--- config.mk ---
export PLATFORM = sky130hd
export DESIGN_NAME = swl_write_lock
export DESIGN_NICKNAME = d
export VERILOG_FILES = /design/src/rtl/swl_pkg.sv /design/src/rtl/swl_write_lock.sv
export SDC_FILE = /design/constraint.sdc
export NUM_CORES = 1
export LEC_CHECK = 0
export BUFFER_PORTS_ARGS = -buffer_cell sky130_fd_sc_hd__buf_2
export CAP_MARGIN = 20
export CORE_MARGIN = 2
export CORE_UTILIZATION = 39
export CTS_CLUSTER_DIAMETER = 80
export DETAILED_ROUTE_END_ITERATION = 8
export PLACE_DENSITY = 0.8
export SYNTH_ARGS = -nofsm -noshare
export SYNTH_HDL_FRONTEND = slang
export SYNTH_SLANG_ARGS = --single-unit
--- constraint.sdc ---
create_clock -name clk -period 1.8 [get_ports clk]
set_clock_uncertainty 0.1 [all_clocks]
set_input_delay 0 -clock clk [delete_from_list [all_inputs] [get_ports clk]]
set_output_delay 0 -clock clk [all_outputs]
set_load 0.01 [all_outputs]
--- src/rtl/swl_pkg.sv ---
package swl_pkg;

  // ****************************************
  // Keys and widths
  // ****************************************
  localparam int DataWidth = 32;
  localparam int NumProt = 9;
  localparam logic [31:0] KeyFirst = 32'hAA99_6655;
  localparam logic [31:0] KeySecond = 32'h5566_99AA;
  localparam logic [31:0] StatLocked = 32'h0000_0000;
  localparam logic [31:0] StatUnlocked = 32'h0000_0001;
  localparam logic RstUnlocked = 1'b0;

  // ****************************************
  // Protected register select, one-hot index
  // ****************************************
  localparam int SelOscCtl = 0;
  localparam int SelPllCtl = 1;
  localparam int SelFrcTune = 2;
  localparam int SelModDis = 3;
  localparam int SelSwReset = 4;
  localparam int SelPinSel = 5;
  localparam int SelNmiCtl = 6;
  localparam int SelPwrCtl = 7;
  localparam int SelRtcCtl = 8;

  typedef enum {
    SWL_LOCKED,
    SWL_ARMED,
    SWL_OPEN
  } swl_state_t;

  typedef struct packed {
    logic wrEn;
    logic [NumProt-1:0] sel;
    logic [31:0] data;
  } swl_wr_t;

endpackage : swl_pkg

--- src/rtl/swl_write_lock.sv ---
`timescale 1ns/1ns
module swl_write_lock (
  input wire logic clk,
  input wire logic rst,
  input wire logic keyWrEn,
  input wire logic [31:0] keyWrData,
  input wire swl_pkg::swl_wr_t protReq,
  output swl_pkg::swl_wr_t protGrant,
  output logic [31:0] keyRdData,
  output logic unlocked
);
  import swl_pkg::*;

  // ****************************************
  // Key word decoding
  // ****************************************

  // Either key word; such a write never relocks an open gate
  function automatic logic isKeyWord(input logic [31:0] d);
    return (d == KeyFirst) || (d == KeySecond);
  endfunction : isKeyWord

  wire isFirst = keyWrData == KeyFirst;
  wire isSecond = keyWrData == KeySecond;
  wire keyStray = keyWrEn && !isKeyWord(keyWrData);

  // ****************************************
  // Sequence tracking
  // ****************************************

  swl_state_t state_r;
  swl_state_t state_nxt;
  wire lockedNow = state_r == SWL_LOCKED;
  wire armedNow = state_r == SWL_ARMED;
  wire openNow = state_r == SWL_OPEN;
  wire openNxt = state_nxt == SWL_OPEN;

  always_comb begin
    state_nxt = state_r;
    if (keyWrEn) begin
      unique case (state_r)
        SWL_LOCKED: begin
          // A lone second key is ignored
          state_nxt = isFirst ? SWL_ARMED : SWL_LOCKED;
        end
        SWL_ARMED: begin
          // A second key completes the unlock; a repeated first key stays armed, anything else abandons
          if (isSecond) begin
            state_nxt = SWL_OPEN;
          end else if (isFirst) begin
            state_nxt = SWL_ARMED;
          end else begin
            state_nxt = SWL_LOCKED;
          end
        end
        SWL_OPEN: begin
          // Key words keep it open; anything else relocks
          state_nxt = isKeyWord(keyWrData) ? SWL_OPEN : SWL_LOCKED;
        end
      endcase
    end
  end

  always_ff @(posedge clk) begin
    if (rst) begin
      state_r <= SWL_LOCKED;
    end else begin
      state_r <= state_nxt;
    end
  end

  // ****************************************
  // Write gate for the nine protected registers
  // ****************************************

  logic [NumProt-1:0] selGated;
  wire protHit = protReq.wrEn && (|protReq.sel);
  wire passWr = protHit && openNow;

  // One gate per protected register, oscillator control through rtc control one
  for (genvar g = 0; g < NumProt; g++) begin : g_slot
    assign selGated[g] = openNow && protReq.sel[g];

  end : g_slot

  // ****************************************
  // Registered outputs
  // ****************************************

  swl_wr_t grantNxt;
  wire [31:0] statusNxt = openNxt ? StatUnlocked : StatLocked;
  assign grantNxt = '{wrEn: passWr, sel: selGated, data: protReq.data};

  always_ff @(posedge clk) begin
    if (rst) begin
      protGrant <= '0;
      keyRdData <= StatLocked;
      unlocked <= RstUnlocked;
    end else begin
      protGrant <= grantNxt;
      keyRdData <= statusNxt;
      unlocked <= openNxt;
    end
  end
endmodule : swl_write_lock

==> key figures, run 1 <==
Yosys
  • Synth Flop Type: dfxtp_1
  • Seq/Total Area, Yosys: between 50% and 60%
  • Avg Cell Area, Syn: between 10 and 15 sq um
  • Cell area after synthesis: approximately 0.0026 sq mm
  • Synth top area share: 57.55%
  • Seq cells post-synth: 75
  • Number of synthesized flops with an enable pin: 0
  • Top post-synthesis cells by count: 75 x dfxtp_1, 38 x and2_1, 33 x nor2b_1, 32 x buf_4, 16 x nor4bb_1
  • Synth top area cells: dfxtp_1 58%, buf_4 9.2%, and2_1 9.1%, nor2b_1 7.9%, nor4bb_1 6.1%
  • Cell with the most instances after synthesis: dfxtp_1
  • Synth Warn #: 0
  • Post-synth top area cell: dfxtp_1
  • Cells after synthesis: 241
  • Post-synthesis cell type count: 25
  • Asr flop ratio synth: 0%

Clocking
  • Clock transition at path regs: about 0.070 ns
  • TritonCTS Buffers: 9
  • Clk sinks: 75
  • Root buffer cell: clkbuf_8
  • TritonCTS clock tree: built
  • Htree depth: 3
  • Clock Tree Buf Depth: 2
  • Later-pin clock latency in the skew report: around 0.34 ns

Placed design
  • Placer Congestion: around 0.76
  • Detailed Place HPWL: ~4000 um
  • Port buffer count: 120

Timing
  • Final Cycle Share: 100.3%
  • Fmax: between 0.5 and 0.6 GHz
  • Fin. max-slew vios: 0
  • Setup TNS: -0.005586 ns
  • Min Tclk post-route: about 1.8 ns
  • RSZ-0062 raised after global routing: true
  • Final worst slack: -0.005586 ns
  • Final Hold Fails: 0
  • Final setup fails: 1

Worst setup path
  • Worst R2R Path Depth: 5
  • Reg-to-Reg End: unlocked
  • RR Startpoint: state_r[10]
  • Crit. End Element: flop
  • Crit path DAT: about 2.0 ns
  • Reg-to-reg setup timing slack: -0.006 ns
  • Crit-path max FO: 4
  • Req. time, crit path: around 2.0 ns
  • Startpoint Class: flop
  • Crit path kind: reg -> reg

GRT
  • Initial antenna violation count: 1
  • Largest net degree at the start of global routing: 33
  • GRT Residual Overflow: 0
  • First-pass GRT wire length: 10380 um
  • Vias in the first global route: around 2300
  • GRT Total Usage: a little under a fifth

Floorplanning
  • CORE AREA: 0.006422 sq mm
  • Die width: around 86 um
  • Die Ht: ~86 um
  • Die area: 0.007359 sq mm
  • Rows: 29
  • IO Pins: 152
  • Effective utilization at floorplan: approximately two fifths

Detailed routing
  • First DRT Iteration DRCs: between 70 and 80
  • DRC: 11
  • Detail Route Antenna Nets: 0
  • Average wire per standard cell: approximately 13 um
  • Vias: approximately 2300
  • Wirelength, routed: ~6700 um
  • Drt via density: roughly 4.5
  • Pre-antenna DRT Iters: 6

Hold path
  • Worst Hold End: unlocked
  • Hold path start: keyWrData[23]
  • Hold Crit Depth: 6
  • HP Class: in -> reg

Cells and area
  • Layout cells sized above 1: a little over a third
  • Area delta synth->final: 50.74%
  • Nets: 494
  • Finished Core Util: 61.23%

Power and ir drop
  • P per Cell Area: 853.6 mW/mm^2
  • Leak Pwr: between 1.5 and 2 nW
  • VDD IR-drop max: 0.6856 mV

Flow run
  • MaxCap Viol Count: 0

Run status
  • Failing checks: DRC, setup timing
  • Status: complete, but fails checks
placed cells by master, fill, tap and decap left out, drive strengths merged:
| master | n |
|---|---|
| a21oi | 1 |
| bufinv | 1 |
| nand4b | 1 |
| buf | 125 |
| and3 | 2 |
| a31oi | 1 |
| nor4bb | 16 |
| o31a | 1 |
| and2 | 39 |
| conb | 31 |
| xor2 | 1 |
| o21ai | 1 |
| dlygate4sd3 | 48 |
| or3 | 1 |
| nand4 | 4 |
| nand3 | 2 |
| dfxtp | 75 |
| nand2 | 4 |
| nor4 | 8 |
| a211oi | 1 |
| nor2b | 33 |
| clkinv | 3 |
| o21bai | 1 |
| clkbuf | 12 |
| nor3 | 3 |
| nor2 | 7 |
| diode | 1 |
through the flow:
step,total power [W],area [sq um],cells,setup WS (ns),hold WS [ns]
detailed placement,0.002021,3178,433,-0.1197,0.1121
finish,0.003357,3933,500,-0.005586,0.002967
CTS,0.003370,3905,498,-0.005074,0.0001319
floorplan,0.001924,2721,271,0.06928,-0.02839
global route,0.003489,3933,500,-0.09842,0.005153
global placement,0.002014,3178,433,-0.05942,0.1071
timing repair:
action / CTS / global route
setup endpoints to repair: 4 / 13
endpoints found under the hold margin: 45 / 0
hold buffers: 48 / 0
setup buffers: 1 / 1
pin swaps: 5 / 2
resized for setup: 6 / 2
worst max path at each step:
stage,from,slack (ns),to,depth (start not counted)
6_report,state_r[10],-0.006,unlocked,5
5_1_grt,state_r[10],-0.1,protGrant[41],6
4_1_cts,state_r[10],-0.005,unlocked,5
3_5_place_dp,state_r[27],-0.12,unlocked,5
3_3_place_gp,state_r[27],-0.06,unlocked,5
2_1_floorplan,state_r[19],0.07,unlocked,5
per-layer routing:
metal,GRT usage [%],share of wire [%],wire length [um]
met5,0,0,0
met4,7.648,1.9,126
met3,7.218,9.2,615
met2,33.74,51,3425
met1,18.30,38,2514
sequential cells by signal (all words and copies together), names as in the netlist:
register,cells
state_r,32
protGrant,42
unlocked,1
area by class of cell:
type                       count  area, sq um
antenna                        1        2.502
timing repair buffer         173         1119
fill                         492         2490
tap                           77        96.34
clock buffer                  12        155.1
clock inverter                 4        48.80
multi-input combinational    158         1008
sequential                    75         1503
power by group:
group	leakage [nW]	internal [W]	total, W	switching [W]
registers	0.614	0.00170	0.00171	0.0000113
logic	1.18	0.000200	0.000363	0.000163
clock network	0.106	0.000714	0.00128	0.000565
critical path, cell delays in order (launching register included):
cell and delay [ns]:
dfxtp_2 0.34, nor4_4 0.28, nand4b_1 0.14, or3_4 0.42, o31a_1 0.27, a211oi_2 0.18
kinds of logic (layout without fill, tap and decap cells):
family                    count (synthesis)  count (layout)  share of synthesized area (%)
AOI/OAI and AO/OA                         6               6                          1.726
xor gates and xnor gates                  1               1                         0.3358
buffers and inverters                    38             189                          10.07
DFF                                      75              75                          57.55
other                                     1              32                         0.1437
and+or+nand+nor                         120             120                          30.17
No activity file was read; power rests on OpenSTA's default activity.
==> run 2, diff against run 1 <==
Settings changed: CORE_UTILIZATION 39 to 40, PLACE_DENSITY 0.8 to 0.78.
Clock period 1.8 ns to 2.1 ns, I/O delays scaled along.
==> key figures, run 2 (synthesis results as in run 1) <==
Detailed routing
  • Pre-antenna DRT Iters: 4
  • Wirelength, routed: roughly 6000 um
  • DRC: 0
  • Average wire per standard cell: approximately 12 um
  • Drt via density: 4.433
  • Vias: about 2200
  • Detail Route Antenna Nets: 0
  • First DRT Iteration DRCs: 74

Floorplanning
  • Effective utilization at floorplan: between 40% and 50%
  • Die Ht: approximately 85 um
  • IO Pins: approximately 150
  • Die width: 84.76 um
  • CORE AREA: 0.006314 sq mm
  • Rows: 29
  • Die area: 0.007184 sq mm

Cells and area
  • Max reg flops: 42
  • Biggest regs: protGrant (42), state_r (32), unlocked (1)
  • Area delta synth->final: 46.43%
  • Nets: just under 500
  • Design area: between 0.003 and 0.004 sq mm
  • Most frequent cells in the layout: 120 x buf_2, 75 x dfxtp_1, 45 x dlygate4sd3_1
  • Commonest non-fill, non-tap cell in the layout: buf_2
  • Largest register by flop count: protGrant
  • Layout cells sized above 1: 33.33%

Timing
  • RSZ-0062 raised after global routing: false
  • Min Tclk post-route: 1.937 ns
  • Max-Slew Margin vs Limit: between 50% and 60%
  • Fmax: 0.5163 GHz
  • Final Cycle Share: a little over 90%
  • Final Hold Fails: 0
  • Final setup fails: 0
  • Setup TNS: 0 ns
  • Least-Margin Pin Slew: ~0.61 ns
  • Fin. max-slew vios: 0

Worst setup path
  • CP cell instances: nor4_1 > nand4_1 > or3_4 > o31a_1 > a211oi_2
  • Crit-path slowest cell: or3_4
  • Req. time, crit path: approximately 2.3 ns
  • Startpoint Class: flop
  • Max stage delay on crit path: 0.44 ns
  • Crit path kind: reg -> reg
  • Crit path DAT: ~2.1 ns
  • Crit. End Element: flop
  • Crit-path max FO: 4

GRT
  • GRT Total Usage: 17.55%
  • Largest net degree at the start of global routing: 37
  • First-pass GRT wire length: a little under 10000 um
  • Vias in the first global route: between 2000 and 2500
  • Initial antenna violation count: 1
  • GRT Residual Overflow: 0

Clocking
  • TritonCTS Buffers: 9
  • Clock Tree Buf Depth: 2
  • Htree depth: 3
  • Later-pin clock latency in the skew report: about 0.33 ns
  • Root buffer cell: clkbuf_8
  • TritonCTS clock tree: built
  • Post-CTS Setup Inserts: 0
  • Clock transition at path regs: around 0.070 ns
  • Clk sinks: 75

Flow run
  • MaxCap Viol Count: 0

Placed design
  • Post-Place Cell Area: roughly 0.0032 sq mm
  • Placer Congestion: 0.7127
  • Port buffer count: 120
  • Detailed Place HPWL: 3742 um

Power and ir drop
  • P per Cell Area: about 750 mW/mm^2
  • VDD IR-drop max: between 0.6 and 0.7 mV
  • Leak Pwr: about 1.8 nW

Run status
  • Status: finished clean

Hold path
  • HP Class: in -> reg
## run 2: cell count changes in the layout (fill, tap and decap cells not counted), sizes merged
cell,change
buf,-3
bufinv,+1
clkbuf,-1
clkinv,-2
dlygate4sd3,-3
## run 2: area by class of cell
cell class	instances	area, sq um
Timing Repair Buffer	167	1066
Clock buffer	11	131.4
Multi-Input combinational cell	158	957.2
Sequential cell	75	1501
Clock inverter	3	65.06
Fill cell	500	2494
Antenna cell	1	2.502
Tap cell	77	96.34
## run 2: report_power, final
part	leakage, nW	total (W)	internal, W	switching, W
logic	1.14	0.000299	0.000164	0.000135
registers	0.614	0.00147	0.00146	0.0000101
clock network	0.0993	0.00111	0.000655	0.000458
total	1.85	0.00288	0.00228	0.000603
## run 2: worst paths after layout
| path | start | end | slack (ns) | cells after the start |
|---|---|---|---|---|
| max reg2reg | state_r[20] | unlocked | 0.16 | 5 |
| min | keyWrData[25] | state_r[1] | 0.009 | 6 |
| min reg2reg | state_r[22] | state_r[22] | 0.36 | 1 |
| max | state_r[20] | unlocked | 0.16 | 5 |
## run 2: repair_timing
action,in CTS,in global routing
resized for setup,0,0
endpoints found under the hold margin,45,0
endpoints found under the setup margin,0,0
hold buffers,45,0
## run 2: through the flow
stage                     util [%]  power (W)  worst slack (ns)  instances  hold slack (ns)
after floorplan                  -   0.001649            0.3693        271         -0.02839
after global placement       50.22   0.001725            0.2526        432           0.1070
after detailed placement     50.22   0.001729            0.2043        432           0.1116
after CTS                    60.46   0.002898            0.1420        491         0.006629
after global routing         60.50   0.003000           0.01128        492          0.02212
final                        60.50   0.002882            0.1631        492         0.008662
## run 2: worst max-delay path: cells and delay by family, from the launching register on
kind,cells,cell delay (ns)
AO/OA/AOI/OAI,2,0.51
AND/OR/NAND/NOR,3,0.94
flip-flops,1,0.31
## run 2: metal layers
metal,vias up,GRT usage [%],wire length (um)
li1,1078,-,-
met1,966,17.77,2256
met2,121,31.57,3133
met3,16,7.080,560
met4,0,7.792,195
met5,-,0,0
==> run 3, diff against run 2 <==
Settings changed: REMOVE_ABC_BUFFERS set to 1.
==> key figures, run 3 (synthesis results as in run 1) <==
Timing
  • Max-Slew Margin vs Limit: approximately three fifths
  • Fin. max-slew vios: 0
  • Final Cycle Share: a little over nine tenths
  • Least-Margin Pin Slew: just over 0.6 ns
  • RSZ-0062 raised after global routing: false
  • Min Tclk post-route: between 1.5 and 2 ns
  • Final Hold Fails: 0
  • Final worst slack: 0.1071 ns
  • Fmax: about 0.5 GHz
  • Final setup fails: 0
  • Setup TNS: 0 ns

Power and ir drop
  • VDD IR-drop max: roughly 0.62 mV
  • Combinational share of power: between 10% and 20%
  • Net Sw Power: around 0.00068 W
  • Sequential share of power: 50.8%
  • Int Pwr: ~0.0022 W
  • Clk pwr share: 38.3%
  • P per Cell Area: between 700 and 800 mW/mm^2
  • Switching Share: about a quarter
  • Leak Pwr: 1.903 nW

Clocking
  • Later-pin clock latency in the skew report: between 0.3 and 0.4 ns
  • Clock Tree Buf Depth: 2
  • Post-CTS Setup Inserts: 0
  • Htree depth: 3
  • Clock transition at path regs: approximately 0.08 ns
  • TritonCTS Buffers: 9
  • Clk sinks: 75
  • Root buffer cell: clkbuf_8
  • TritonCTS clock tree: built

Floorplanning
  • Die area: 0.007184 sq mm
  • Rows: 29
  • IO Pins: approximately 150
  • CORE AREA: roughly 0.0063 sq mm
  • Effective utilization at floorplan: slightly above 40%
  • Die width: 84.76 um
  • Die Ht: 84.76 um

Placed design
  • Placer Congestion: 0.7881
  • Port buffer count: 120
  • Post-Place Worst Slack: between 0.2 and 0.25 ns
  • Detailed Place HPWL: roughly 4000 um

Worst setup path
  • Crit-path most repeated cell: dlygate4sd3_1
  • RR Startpoint: state_r[19]
  • Max stage delay on crit path: approximately 0.6 ns
  • Startpoint Class: input port
  • Crit-path slowest cell: dlygate4sd3_1
  • Reg-to-reg setup timing slack: about 0.20 ns
  • CP top delay family: buffers and inverters
  • Req. time, crit path: between 2 and 2.5 ns
  • Critical path buffers and inverters: 3
  • Reg-to-Reg End: unlocked
  • CP cell instances: dlygate4sd3_1 > buf_2 > nor4bb_1 > dlygate4sd3_1 > nand4_1 > nor3_2 > nand2_1 > a211oi_2
  • Crit. End Element: flop
  • Crit-path max FO: 2
  • Worst R2R Path Depth: 5
  • Crit path kind: in -> reg
  • Crit path DAT: roughly 2.2 ns

Cells and area
  • Antenna cells: 0
  • Nets: 497
  • Biggest regs: protGrant (42), state_r (32), unlocked (1)
  • Layout cells sized above 1: roughly a third
  • Max reg flops: 42
  • Area delta synth->final: 50.31%
  • Commonest non-fill, non-tap cell in the layout: buf_2
  • Finished Core Util: ~62%
  • Most frequent cells in the layout: 120 x buf_2, 75 x dfxtp_1, 53 x dlygate4sd3_1
  • Largest register by flop count: protGrant

GRT
  • GRT Residual Overflow: 0
  • Largest net degree at the start of global routing: 36
  • GRT Total Usage: around a fifth
  • Initial antenna violation count: 0
  • Vias in the first global route: approximately 2200
  • First-pass GRT wire length: 10430 um

Detailed routing
  • Detail Route Antenna Nets: 0
  • Wirelength, routed: between 6000 and 7000 um
  • Vias: ~2300
  • Pre-antenna DRT Iters: 4
  • Average wire per standard cell: 13.33 um
  • First DRT Iteration DRCs: between 40 and 50
  • Drt via density: between 4 and 5
  • DRC: 0

Flow run
  • MaxCap Viol Count: 0

Run status
  • Status: finished clean

Hold path
  • Hold Crit Depth: 6
  • Hold path start: keyWrData[20]
  • HP Class: in -> reg
  • Worst Hold End: state_r[1]
[run 3: metal layers]
metal	part of all wire (%)	routed length, um	GRT usage (%)
met1	38	2563	19.57
met2	51	3417	33.57
met3	7.5	505	6.293
met4	3.1	206	8.514
met5	0	0	0
[run 3: worst max path at each step]
stage / from / slack, ns / depth (start not counted) / end
floorplan: state_r[19] / 0.37 / 5 / unlocked
global placement: state_r[20] / 0.25 / 5 / unlocked
detailed placement: state_r[19] / 0.21 / 5 / unlocked
CTS: keyWrData[25] / 0.17 / 8 / unlocked
global route: keyWrData[23] / 0.04 / 8 / unlocked
finish: keyWrData[25] / 0.11 / 8 / unlocked
[run 3: repair_timing]
action,CTS,global route
gates resized for setup,0,2
setup endpoints to repair,0,1
endpoints found under the hold margin,45,0
hold buffers,53,0
[run 3: worst register-to-register path, delay by kind of cell (launching register included)]
kind               cells  cell delay, ns
and+or+nand+nor        3            0.89
AOI/OAI and AO/OA      2            0.51
DFF                    1            0.32
[run 3: layout make-up]
class                   count  area [sq um]
flip-flops and latches     75          1501
clock buffers              10         137.6
repair buffers            176          1154
fillers                   521          2392
clock inverters             6         63.81
well taps                  77         96.34
multi-input cells         158         968.4
[run 3: power groups by stage]
stage / Clock (W) / Sequential (W) / Combinational [W]
finish: 0.00111 / 0.00147 / 0.000314
global route: 0.00120 / 0.00147 / 0.000341
CTS: 0.00113 / 0.00147 / 0.000303
detailed placement: 0 / 0.00150 / 0.000230
global placement: 0 / 0.00150 / 0.000227
floorplan: 0 / 0.00152 / 0.0000734
[run 3: stage by stage]
stage	total power (W)	cell area (sq um)	hold slack, ns	std cells
2_1_floorplan	0.001597	2459	-0.02839	233
3_3_place_gp	0.001727	3178	0.1062	433
3_5_place_dp	0.001732	3178	0.1116	433
4_1_cts	0.002900	3910	0.0002467	502
5_1_grt	0.003015	3921	0.04344	502
6_report	0.002892	3921	0.03073	502
